[src/hdl/seg_driver_pkg.sv]
package seg_driver_pkg;

    localparam int  SEG_COUNT       = 30;
    localparam int  FIFO_DEPTH      = 16;
    localparam int  FIFO_WIDTH      = 1;
    localparam int  BP_DIVIDE       = 256;
    localparam int  BP_DIV_W        = $clog2(BP_DIVIDE);
    localparam int  CLK_FREQ_HZ     = 50_000_000;
    localparam int  OSC_FREQ_HZ     = 25_600;
    localparam int  OSC_TICK_CYCLES = CLK_FREQ_HZ / OSC_FREQ_HZ;
    localparam int  OSC_CNT_W       = $clog2(OSC_TICK_CYCLES + 1);
    localparam int  SYNC_W          = 6;
    localparam int  PIN_SCLK        = 0;
    localparam int  PIN_CS          = 1;
    localparam int  PIN_LOAD        = 2;
    localparam int  PIN_DIN         = 3;
    localparam int  PIN_OSC         = 4;
    localparam int  PIN_OPT         = 5;
    localparam logic [SYNC_W-1:0] SYNC_RESET = 6'h03;

endpackage

[src/hdl/bit_fifo.sv]
`timescale 1ns/1ps
module bit_fifo #(
    parameter int WIDTH = 1,
    parameter int DEPTH = 16
) (
    input  wire logic             clk,
    input  wire logic             reset_n,
    input  wire logic             ce,
    input  wire logic             in_valid,
    output logic                  in_ready,
    input  wire logic [WIDTH-1:0] in_data,
    output logic                  out_valid,
    input  wire logic             out_ready,
    output logic      [WIDTH-1:0] out_data
);

    localparam int AW = $clog2(DEPTH);

    logic [WIDTH-1:0] mem_ff [DEPTH];
    logic [AW-1:0]    wr_ff;
    logic [AW-1:0]    rd_ff;
    logic [AW:0]      count_ff;
    logic             push;
    logic             pop;

    assign in_ready  = (count_ff != (AW+1)'(DEPTH));
    assign out_valid = (count_ff != '0);
    assign out_data  = mem_ff[rd_ff];
    assign push      = ce & in_valid & in_ready;
    assign pop       = ce & out_valid & out_ready;

    always_ff @(posedge clk) begin
        if (push) begin
            mem_ff[wr_ff] <= in_data;
        end
    end

    always_ff @(posedge clk or negedge reset_n) begin
        if (!reset_n) begin
            wr_ff    <= '0;
            rd_ff    <= '0;
            count_ff <= '0;
        end else begin
            if (push) begin
                wr_ff <= (wr_ff == AW'(DEPTH-1)) ? '0 : wr_ff + 1'b1;
            end
            if (pop) begin
                rd_ff <= (rd_ff == AW'(DEPTH-1)) ? '0 : rd_ff + 1'b1;
            end
            if (push && !pop) begin
                count_ff <= count_ff + 1'b1;
            end else if (pop && !push) begin
                count_ff <= count_ff - 1'b1;
            end
        end
    end

endmodule

[src/hdl/serial_lcd_segment_driver.sv]
`timescale 1ns/1ps
// Operation
// - shift only while chip select low
// - falling shift clock shifts data in
// - last stage out on rising clock
// - load high makes latch transparent
// - load falling edge holds latch contents
// - select toggle with clock low shifts once
// - latched one drives segment in antiphase
// - option pin high selects internal oscillator
// - internal backplane is oscillator over 256
// - external clock resets divider each cycle
// - fixed select variant treats select low
// - oscillator pin held high with option pin low gives static outputs
module serial_lcd_segment_driver
    import seg_driver_pkg::*;
#(
    parameter int SEGS     = SEG_COUNT,
    parameter bit CS_FIXED = 1'b0
) (
    input  wire logic            clk,
    input  wire logic            reset_n,
    input  wire logic            ce,
    input  wire logic            shift_clk_n,
    input  wire logic            chip_select_n,
    input  wire logic            load,
    input  wire logic            data_in,
    input  wire logic            osc_clock_pin,
    input  wire logic            osc_option_pin,
    input  wire logic            hold_shift,
    output logic                 data_out_ff,
    output logic                 backplane_out_ff,
    output logic      [SEGS-1:0] segment_out_ff,
    output logic                 accept_ready_ff
);

    ////////////////////////////////////////////////////////////////////////
    // pin synchronisers

    logic [SYNC_W-1:0] sync1_ff;
    logic [SYNC_W-1:0] sync2_ff;
    logic [SYNC_W-1:0] prev_ff;
    logic [SYNC_W-1:0] pins;

    // pin order matches the PIN_ indices
    assign pins = {osc_option_pin, osc_clock_pin, data_in,
                   load, chip_select_n, shift_clk_n};

    // syncs reset to idle pin levels, so no false edge after reset
    genvar gi;
    generate
        for (gi = 0; gi < SYNC_W; gi++) begin : g_sync
            always_ff @(posedge clk or negedge reset_n) begin
                if (!reset_n) begin
                    sync1_ff[gi] <= SYNC_RESET[gi];
                    sync2_ff[gi] <= SYNC_RESET[gi];
                    prev_ff[gi]  <= SYNC_RESET[gi];
                end else if (ce) begin
                    sync1_ff[gi] <= pins[gi];
                    sync2_ff[gi] <= sync1_ff[gi];
                    prev_ff[gi]  <= sync2_ff[gi];
                end
            end
        end
    endgenerate

    ////////////////////////////////////////////////////////////////////////
    // shift events into the fifo

    logic cs_n_eff;
    logic cs_toggle;
    logic sclk_fall;
    logic sclk_rise;
    logic shift_event;
    logic fifo_in_ready;
    logic fifo_out_valid;
    logic fifo_out_data;
    logic pop;
    logic drain_ready;

    assign cs_n_eff  = CS_FIXED ? 1'b0 : sync2_ff[PIN_CS];
    // a select change with the clock low is one extra shift
    assign cs_toggle = !CS_FIXED && !sync2_ff[PIN_SCLK]
                     && (sync2_ff[PIN_CS] != prev_ff[PIN_CS]);
    assign sclk_fall = prev_ff[PIN_SCLK] & ~sync2_ff[PIN_SCLK];
    assign sclk_rise = ~prev_ff[PIN_SCLK] & sync2_ff[PIN_SCLK];
    assign shift_event = (sclk_fall & ~cs_n_eff) | cs_toggle;

    // shifts beyond the fifo room are dropped and flagged
    bit_fifo #(
        .WIDTH (FIFO_WIDTH),
        .DEPTH (FIFO_DEPTH)
    ) u_fifo (
        .clk       (clk),
        .reset_n   (reset_n),
        .ce        (ce),
        .in_valid  (shift_event),
        .in_ready  (fifo_in_ready),
        .in_data   (sync2_ff[PIN_DIN]),
        .out_valid (fifo_out_valid),
        .out_ready (drain_ready),
        .out_data  (fifo_out_data)
    );

    assign drain_ready = ~hold_shift;
    assign pop         = ce & fifo_out_valid & drain_ready;

    // registered so the output comes from a flop; one cycle late
    always_ff @(posedge clk or negedge reset_n) begin
        if (!reset_n) begin
            accept_ready_ff <= 1'b0;
        end else if (ce) begin
            accept_ready_ff <= fifo_in_ready;
        end
    end

    ////////////////////////////////////////////////////////////////////////
    // shift register, serial out and latch

    logic [SEGS-1:0] sr_ff;
    logic [SEGS-1:0] latch_ff;

    // bit 0 is stage one, driving segment one
    always_ff @(posedge clk or negedge reset_n) begin
        if (!reset_n) begin
            sr_ff <= '0;
        end else if (pop) begin
            sr_ff <= {sr_ff[SEGS-2:0], fifo_out_data};
        end
    end

    // serial out moves only on a rising shift clock
    always_ff @(posedge clk or negedge reset_n) begin
        if (!reset_n) begin
            data_out_ff <= 1'b0;
        end else if (ce && sclk_rise) begin
            data_out_ff <= sr_ff[SEGS-1];
        end
    end

    // transparent while high, last value kept after the fall
    always_ff @(posedge clk or negedge reset_n) begin
        if (!reset_n) begin
            latch_ff <= '0;
        end else if (ce && sync2_ff[PIN_LOAD]) begin
            latch_ff <= sr_ff;
        end
    end

    ////////////////////////////////////////////////////////////////////////
    // backplane generation

    logic [OSC_CNT_W-1:0] osc_cnt_ff;
    logic [BP_DIV_W-1:0]  div_ff;
    logic                 osc_tick;
    logic                 ext_rise;
    logic                 ext_fall;
    logic                 internal_mode;
    logic                 nxt_bp;

    assign internal_mode = sync2_ff[PIN_OPT];
    assign osc_tick = (osc_cnt_ff == OSC_CNT_W'(OSC_TICK_CYCLES - 1));
    assign ext_rise = ~prev_ff[PIN_OSC] & sync2_ff[PIN_OSC];
    assign ext_fall = prev_ff[PIN_OSC] & ~sync2_ff[PIN_OSC];

    // internal oscillator: one tick every OSC_TICK_CYCLES
    always_ff @(posedge clk or negedge reset_n) begin
        if (!reset_n) begin
            osc_cnt_ff <= '0;
        end else if (ce) begin
            osc_cnt_ff <= (osc_tick || !internal_mode)
                          ? '0 : osc_cnt_ff + 1'b1;
        end
    end

    // divider steps only in internal mode; external rising edges restart it
    always_ff @(posedge clk or negedge reset_n) begin
        if (!reset_n) begin
            div_ff <= '0;
        end else if (ce) begin
            if (!internal_mode && ext_rise) begin
                div_ff <= '0;
            end else if (internal_mode && osc_tick) begin
                div_ff <= div_ff + 1'b1;
            end
        end
    end

    // external mode follows pin edges and holds while the pin is quiet
    always_comb begin
        if (internal_mode) begin
            nxt_bp = div_ff[BP_DIV_W-1];
        end else if (ext_rise) begin
            nxt_bp = 1'b1;
        end else if (ext_fall) begin
            nxt_bp = 1'b0;
        end else begin
            nxt_bp = backplane_out_ff;
        end
    end

    always_ff @(posedge clk or negedge reset_n) begin
        if (!reset_n) begin
            backplane_out_ff <= 1'b0;
        end else if (ce) begin
            backplane_out_ff <= nxt_bp;
        end
    end

    // segments use nxt_bp so both outputs change on one edge
    always_ff @(posedge clk or negedge reset_n) begin
        if (!reset_n) begin
            segment_out_ff <= '0;
        end else if (ce) begin
            segment_out_ff <= latch_ff ^ {SEGS{nxt_bp}};
        end
    end

endmodule

[config.mk]
export PLATFORM = sky130hd
export DESIGN_NAME = serial_lcd_segment_driver
export DESIGN_NICKNAME = d
export VERILOG_FILES = /design/src/hdl/seg_driver_pkg.sv /design/src/hdl/bit_fifo.sv /design/src/hdl/serial_lcd_segment_driver.sv
export SDC_FILE = /design/constraint.sdc
export NUM_CORES = 1
export LEC_CHECK = 0
export BUFFER_PORTS_ARGS = -buffer_cell sky130_fd_sc_hd__clkbuf_2
export CORE_MARGIN = 10
export CORE_UTILIZATION = 40
export CTS_BUF_LIST = sky130_fd_sc_hd__clkbuf_8 sky130_fd_sc_hd__clkbuf_16
export DETAILED_ROUTE_END_ITERATION = 8
export GPL_TIMING_DRIVEN = 0
export PLACE_DENSITY = 0.6
export SLEW_MARGIN = 20
export SYNTH_ARGS = -nofsm -noshare
export SYNTH_HDL_FRONTEND = slang
export SYNTH_HIERARCHICAL = 1
export SYNTH_SLANG_ARGS = --single-unit
[constraint.sdc]
create_clock -name clk -period 5.69 [get_ports clk]
set_input_delay 0.8535 -clock clk [delete_from_list [all_inputs] [get_ports clk]]
set_output_delay 0.8535 -clock clk [all_outputs]
set_load 0.1 [all_outputs]
==> results of run 1 <==
final cells by class:
type	instances	area, um2	share of cell area, %
Sequential cell	156	3990	48.8
Multi-Input combinational cell	382	2910	35.5
Clock buffer	19	453	5.54
Tap cell	225	282	3.44
Timing Repair Buffer	43	246	3.01
Buffer	36	145	1.77
Clock inverter	12	113	1.38
Inverter	12	45.0	0.551
final timing paths:
| kind | from | end | slack (ns) | cells past startpoint |
|---|---|---|---|---|
| setup / recovery | cs_n_eff | u_fifo/count_ff[4] | 2.45 | 11 |
| hold / removal | reset_n | sync1_ff[3] | 0.40 | 1 |
| setup reg to reg | cs_n_eff | u_fifo/count_ff[4] | 2.45 | 11 |
| hold reg to reg | segment_out_ff[1] | segment_out_ff[1] | 0.48 | 2 |
| max in group asynchronous | reset_n | segment_out_ff[9] | 4.52 | 2 |
| min in group clk | segment_out_ff[1] | segment_out_ff[1] | 0.48 | 2 |
sequential cells by signal, indices dropped and copies added, names as in the netlist, 3 cells and up:
register         flops
u_fifo/count_ff      5
u_fifo/rd_ff         4
u_fifo/wr_ff         4
osc_cnt_ff          11
segment_out_ff      30
latch_ff            30
sync2_ff             4
sync1_ff             6
prev_ff              3
sr_ff               30
div_ff               8
u_fifo/mem_ff       16
report_power, final:
group          switching (mW)  total, mW  leakage, nW  internal (mW)
Clock                   0.457       1.08        0.274          0.626
Sequential              0.199       1.58         1.94           1.38
Combinational           0.921       1.33         1.46          0.406
metal layers:
metal / vias to the layer above / global-route usage [%] / share of wire (%) / routed length [um]
met3: 15 / 3.54 / 3.2 / 453
met1: 2367 / 15.0 / 45 / 6340
met5: - / 0 / 0 / 0
met2: 59 / 20.6 / 50 / 7030
li1: 2260 / - / - / -
met4: 0 / 4.54 / 1.2 / 174
critical path, delay by kind of cell, from the launching register on:
| family | cells | cell delay [ns] |
|---|---|---|
| AOI/OAI and AO/OA | 5 | 1.35 |
| and+or+nand+nor | 2 | 0.14 |
| buffers and inverters | 2 | 0.40 |
| DFF | 1 | 0.55 |
| adders and majority gates | 2 | 0.67 |
metrics by stage:
stage | total power, mW | instances | hold slack [ns] | area, um2 | setup WS (ns)
2_1_floorplan | 2.65 | 586 | 0.449 | 7090 | 2.95
3_3_place_gp | 2.89 | 853 | 0.467 | 7580 | 1.53
3_5_place_dp | 2.94 | 854 | 0.468 | 7610 | 2.27
4_1_cts | 4.04 | 885 | 0.416 | 8180 | 2.40
5_1_grt | 4.21 | 885 | 0.437 | 8180 | 2.28
6_report | 3.99 | 885 | 0.400 | 8180 | 2.45
kinds of logic (layout without fill, tap and decap cells):
group / Yosys count / in the layout / share of synthesized area [%]
multiplexers: 85 / 85 / 14.1
adder cells (fa/ha/maj): 13 / 13 / 2.40
AO/OA/AOI/OAI: 113 / 113 / 11.5
flip-flops: 156 / 156 / 56.3
XOR/XNOR: 8 / 8 / 0.989
AND/OR/NAND/NOR: 163 / 163 / 12.0
buffers and inverters: 48 / 122 / 2.68
cell usage in the layout, fill, tap and decap left out, drive strengths merged, types with 3 or more instances in the layout:
| master | n |
|---|---|
| clkbuf | 92 |
| dfrtp | 134 |
| clkinv | 3 |
| nand2b | 5 |
| o31ai | 33 |
| xnor2 | 3 |
| nor2 | 18 |
| mux2 | 78 |
| ha | 12 |
| mux2i | 3 |
| nand3 | 10 |
| mux4 | 4 |
| o21ai | 13 |
| o21a | 30 |
| and2 | 4 |
| a21oi | 12 |
| and3 | 10 |
| xor2 | 5 |
| clkinvlp | 3 |
| a211o | 5 |
| a21o | 8 |
| buf | 6 |
| inv | 17 |
| edfxtp | 16 |
| nand2 | 56 |
| nor3 | 44 |
| dfstp | 6 |
==> summary.md, run 1 <==
| Metric | Value |
|---|---|
| 1st-iter DRT viols | approximately 230 |
| Min-Delay Path Class | input port to asynchronous set/reset pin |
| H-tree Lvls | 4 |
| Vias/cell | 5.31 |
| Initial antenna violation count | 0 |
| Overflow after GRT | 0 |
| Post-synth EDFFs | 16 |
| Sequential area share after synthesis | between 50% and 60% |
| Most frequent cells after synthesis | dfrtp_1, mux2_2, nand2_1, nor3_1, o31ai_1 |
| Clock transition at the registers of the reported paths | ~0.06 ns |
| Synth cell types | 54 |
| CP Launch Type | flop |
| Post-DR wirelength/cell | 15.8 um |
| Fillers | roughly 1500 |
| CP Capture Type | flop |
| Cell Pwr Density | approximately 490 nW/um2 |
| Final ANT Viol Nets | 0 |
| Average size of a mapped cell | 12.1 um2 |
| Worst-path fanout max | 10 |
| Worst-Margin Slew | between 0.8 and 0.9 ns |
| DRC | 0 |
| Vias in the first global route | around 5000 |
| N_diodes | 0 |
| Clock Latency Late Sink | approximately 0.43 ns |
| DP HPWL | approximately 10000 um |
| DIE AREA | between 20000 and 25000 um2 |
| Worst path slowest cell | dfstp_2 |
| Prevailing post-synth register cell | dfrtp_1 |
| Asr flop ratio synth | about 90% |
| Port bufs | 42 |
| FF+latch count, synth | roughly 160 |
| Vias | around 4700 |
| TritonCTS clock tree | yes |
| Total of max-cap violations | 0 |
| CTS Root Cell | clkbuf_16 |
| Synthesis-to-finish area growth | 15.4% |
| Pleak | 3.67 nW |
| Post-synthesis net count | between 600 and 700 |
| Worst-case vdd ir drop | around 0.32 mV |
| Synth Instances | between 500 and 600 |
| Slew margin rel. | about 45% |
| Fraction of final layout cells sized beyond drive strength 1 | about 27% |
| Synth top area cells | dfrtp_1, mux2_2, edfxtp_1, o31ai_1, o21a_1 |
| CP peak stage delay | approximately 0.55 ns |
| Worst Path Arrival | 3.53 ns |
| Worst-path cell chain | nor3_1 -> a211oi_1 -> nand2_1 -> a21oi_1 -> buf_2 -> ha_1 -> inv_1 -> fa_1 -> a21o_1 -> a2111oi_0 -> o31ai_1 |
| Kind of critical path | flop to flop |
| CTS Buffer Depth | 2 |
| Fmax | between 300 and 400 MHz |
| I/O pin cnt | 43 |
| Outcome | finished, final reports clean |
| RSZ-0062 raised after global routing | false |
| CTS sink cnt | approximately 160 |
| Final Util | a little under half |
| Final period utilization | roughly 57% |
| Die Wd | 153 um |
| Cell Rows | between 40 and 50 |
| Synth area leader | dfrtp_1 |
| CTS Buf Count | 17 |
| Net count, final | roughly 670 |
| Area share of the largest cell type after synthesis | 47.3% |
| Worst Skew | 0.00837 ns |
| DR pass1 iterations | 4 |
| Tmin final | 3.24 ns |
| Core ar. | about 17000 um2 |
| Vert. Die Dim | between 150 and 200 um |
| Gr usage total | between 10% and 20% |
| First-pass GRT wire length | 24400 um |
| Post-Syn Area | between 7000 and 8000 um2 |
| Top-count cell post-synth | dfrtp_1 |
| Initial Utilization | about two fifths |
| Syn. warnings | 6 |
| Crit path required time | about 6 ns |
| Largest net degree at the start of global routing | just over 80 |
| Routability Congestion | between 0.8 and 0.9 |
| Gates resized, CTS repair | 0 |
| Hold buffers post-CTS | 0 |
| Fin. Hold Viols | 0 |
| Final Setup Violations | 0 |
| Post-Route WL | roughly 14000 um |
| # Post-CTS Setup Buffers | 0 |
| Setup_tns | 0 ns |
| Slew Limit Fails | 0 |
Note: power is estimated with default switching activity, not from simulation.
==> run 2, diff against run 1 <==
clock period = 3.3 ns   (was 5.69 ns; I/O delays follow)
==> run 2 against run 1 <==
Clock-buffer cell count stayed put; power rose by 73%; die area did not move; via count decreased by 0.21%; sequential share of layout area down 0.052 points; critical path depth increased by 1; fmax up 4.0%; critical path type unchanged; highest routed layer unchanged.
==> summary.md, run 2 (same netlist as run 1, synthesis figures left out) <==
| Metric | Value |
|---|---|
| Outcome | finished, final reports clean |
| Fin. Hold Viols | 0 |
| Cell Rows | 48 |
| Most frequent cells in the layout | dfrtp_1, mux2_2, nand2_1 |
| Initial Utilization | 40.8% |
| Synthesis-to-finish area growth | 15.6% |
| Worst Path Arrival | about 3.4 ns |
| # Post-CTS Setup Buffers | 0 |
| Slew Limit Fails | 0 |
| Worst hold slack | ~0.046 ns |
| Fmax | about 320 MHz |
| Pleak | between 3 and 4 nW |
| Tmin final | slightly above 3 ns |
| RSZ-0062 raised after global routing | false |
| Worst path slowest cell | dfstp_2 |
| Worst-path cell chain | nor3_1 -> a211oi_1 -> nand2_1 -> a21oi_1 -> buf_4 -> ha_1 -> inv_1 -> fa_1 -> a21o_1 -> a21oi_1 -> mux2i_1 -> o31ai_1 |
| Hold buffers post-CTS | 0 |
| CP peak stage delay | about 0.55 ns |
| Slew margin rel. | between 40 and 50% |
| CP Capture Type | flop |
| Cells after DPL | about 850 |
| Critical Path Most Common Cell | a21oi_1 |
| Total of max-cap violations | 0 |
| Most common cell after layout, fill and taps aside | dfrtp_1 |
| Vias/cell | between 5 and 6 |
| Min-Delay Path Class | input port to asynchronous set/reset pin |
| I/O pin cnt | 43 |
| Setup_tns | 0 ns |
| N_diodes | 0 |
| DRC | 0 |
| FF-to-FF End | u_fifo/count_ff[4] |
| Routability Congestion | just over 0.8 |
| Overflow after GRT | 0 |
| Die Wd | about 150 um |
| R2R setup slack | 0.19 ns |
| Worst Skew | just under 0.008 ns |
| Vias in the first global route | 4965 |
| Biggest regs | latch_ff x30, segment_out_ff x30, sr_ff x30 |
| Final Setup Violations | 0 |
| Worst-path fanout max | 10 |
| First-pass GRT wire length | about 24000 um |
| Post-Route WL | 14000 um |
| Largest net degree at the start of global routing | 81 |
| Vias | between 4000 and 5000 |
| Final period utilization | 94.3% |
| Clock Latency Late Sink | roughly 0.43 ns |
| Core ar. | 17400 um2 |
| R2R depth | 12 |
| CP Launch Type | flop |
| Net count, final | approximately 670 |
| Cell Pwr Density | between 800 and 900 nW/um2 |
| DR pass1 iterations | 4 |
| Crit path required time | roughly 3.6 ns |
| Gr usage total | between 10% and 20% |
| Initial antenna violation count | 0 |
| Crit Reg-Reg Startpoint | cs_n_eff |
| CTS Buffer Depth | 2 |
| DP HPWL | around 10000 um |
| Port bufs | between 40 and 50 |
| CTS Buf Count | 17 |
| Final ANT Viol Nets | 0 |
| Kind of critical path | flop to flop |
| Final non-filler cell total | 885 |
| Fraction of final layout cells sized beyond drive strength 1 | 27.3% |
| 1st-iter DRT viols | 246 |
| Post-DR wirelength/cell | between 15 and 20 um |
| DIE AREA | between 20000 and 25000 um2 |
| CTS sink cnt | between 150 and 200 |
| CTS Root Cell | clkbuf_16 |
| Worst-case vdd ir drop | 0.554 mV |
| Vert. Die Dim | 153 um |
| Worst-Margin Slew | 0.818 ns |
| TritonCTS clock tree | yes |
| Clock transition at the registers of the reported paths | around 0.060 ns |
| H-tree Lvls | 4 |
run 2: per-stage QoR:
stage / setup WS (ns) / area [um2] / utilization [%] / power (mW)
2_1_floorplan: 0.625 / 7090 / - / 4.57
3_3_place_gp: -0.502 / 7580 / 43.7 / 4.98
3_5_place_dp: 0.0363 / 7610 / 43.9 / 5.07
4_1_cts: 0.00965 / 8180 / 47.1 / 6.97
5_1_grt: 0.0441 / 8190 / 47.2 / 7.26
6_report: 0.187 / 8190 / 47.2 / 6.90
run 2: repair_timing:
item	4_1_cts	5_1_grt
gates resized for setup	0	4
endpoints found under the setup margin	0	1
hold endpoints to repair	0	0
run 2: final cells by class:
type / instances / area, um2
sequential: 156 / 3990
inverter: 12 / 45.0
multi-input combinational: 382 / 2910
clock inverter: 12 / 113
buffer: 36 / 148
timing repair buffer: 43 / 246
tap: 225 / 282
clock buffer: 19 / 453
fill: 1547 / 9170
run 2: worst max-delay path: cells and delay by family, from the launching register on:
family | cells | cell delay [ns]
muxes | 1 | 0.26
adders and majority gates | 2 | 0.66
and+or+nand+nor | 2 | 0.14
buffers and inverters | 2 | 0.37
AOI/OAI and AO/OA | 5 | 0.99
DFF | 1 | 0.55
run 2: where the power goes:
part / leakage [nW] / switching (mW) / internal [mW]
clock network: 0.274 / 0.788 / 1.08
registers: 1.94 / 0.344 / 2.38
logic: 1.46 / 1.60 / 0.706
total: 3.67 / 2.73 / 4.17
run 2: routing by layer:
| layer | vias to the layer above | track usage [%] | wire length, um |
|---|---|---|---|
| li1 | 2263 | - | - |
| met3 | 20 | 3.54 | 462 |
| met5 | - | 0 | 0 |
| met1 | 2353 | 15.0 | 6300 |
| met2 | 55 | 20.6 | 6980 |
| met4 | 0 | 4.54 | 224 |
run 2: worst max path at each step:
stage / start / to / slack [ns] / cells after the start
finish: cs_n_eff / u_fifo/count_ff[4] / 0.19 / 12
global route: cs_n_eff / u_fifo/count_ff[4] / 0.04 / 12
CTS: cs_n_eff / u_fifo/count_ff[4] / 0.01 / 11
detailed placement: cs_n_eff / u_fifo/count_ff[4] / 0.04 / 11
global placement: reset_n / segment_out_ff[9] / -0.50 / 1
floorplan: cs_n_eff / u_fifo/count_ff[4] / 0.62 / 11
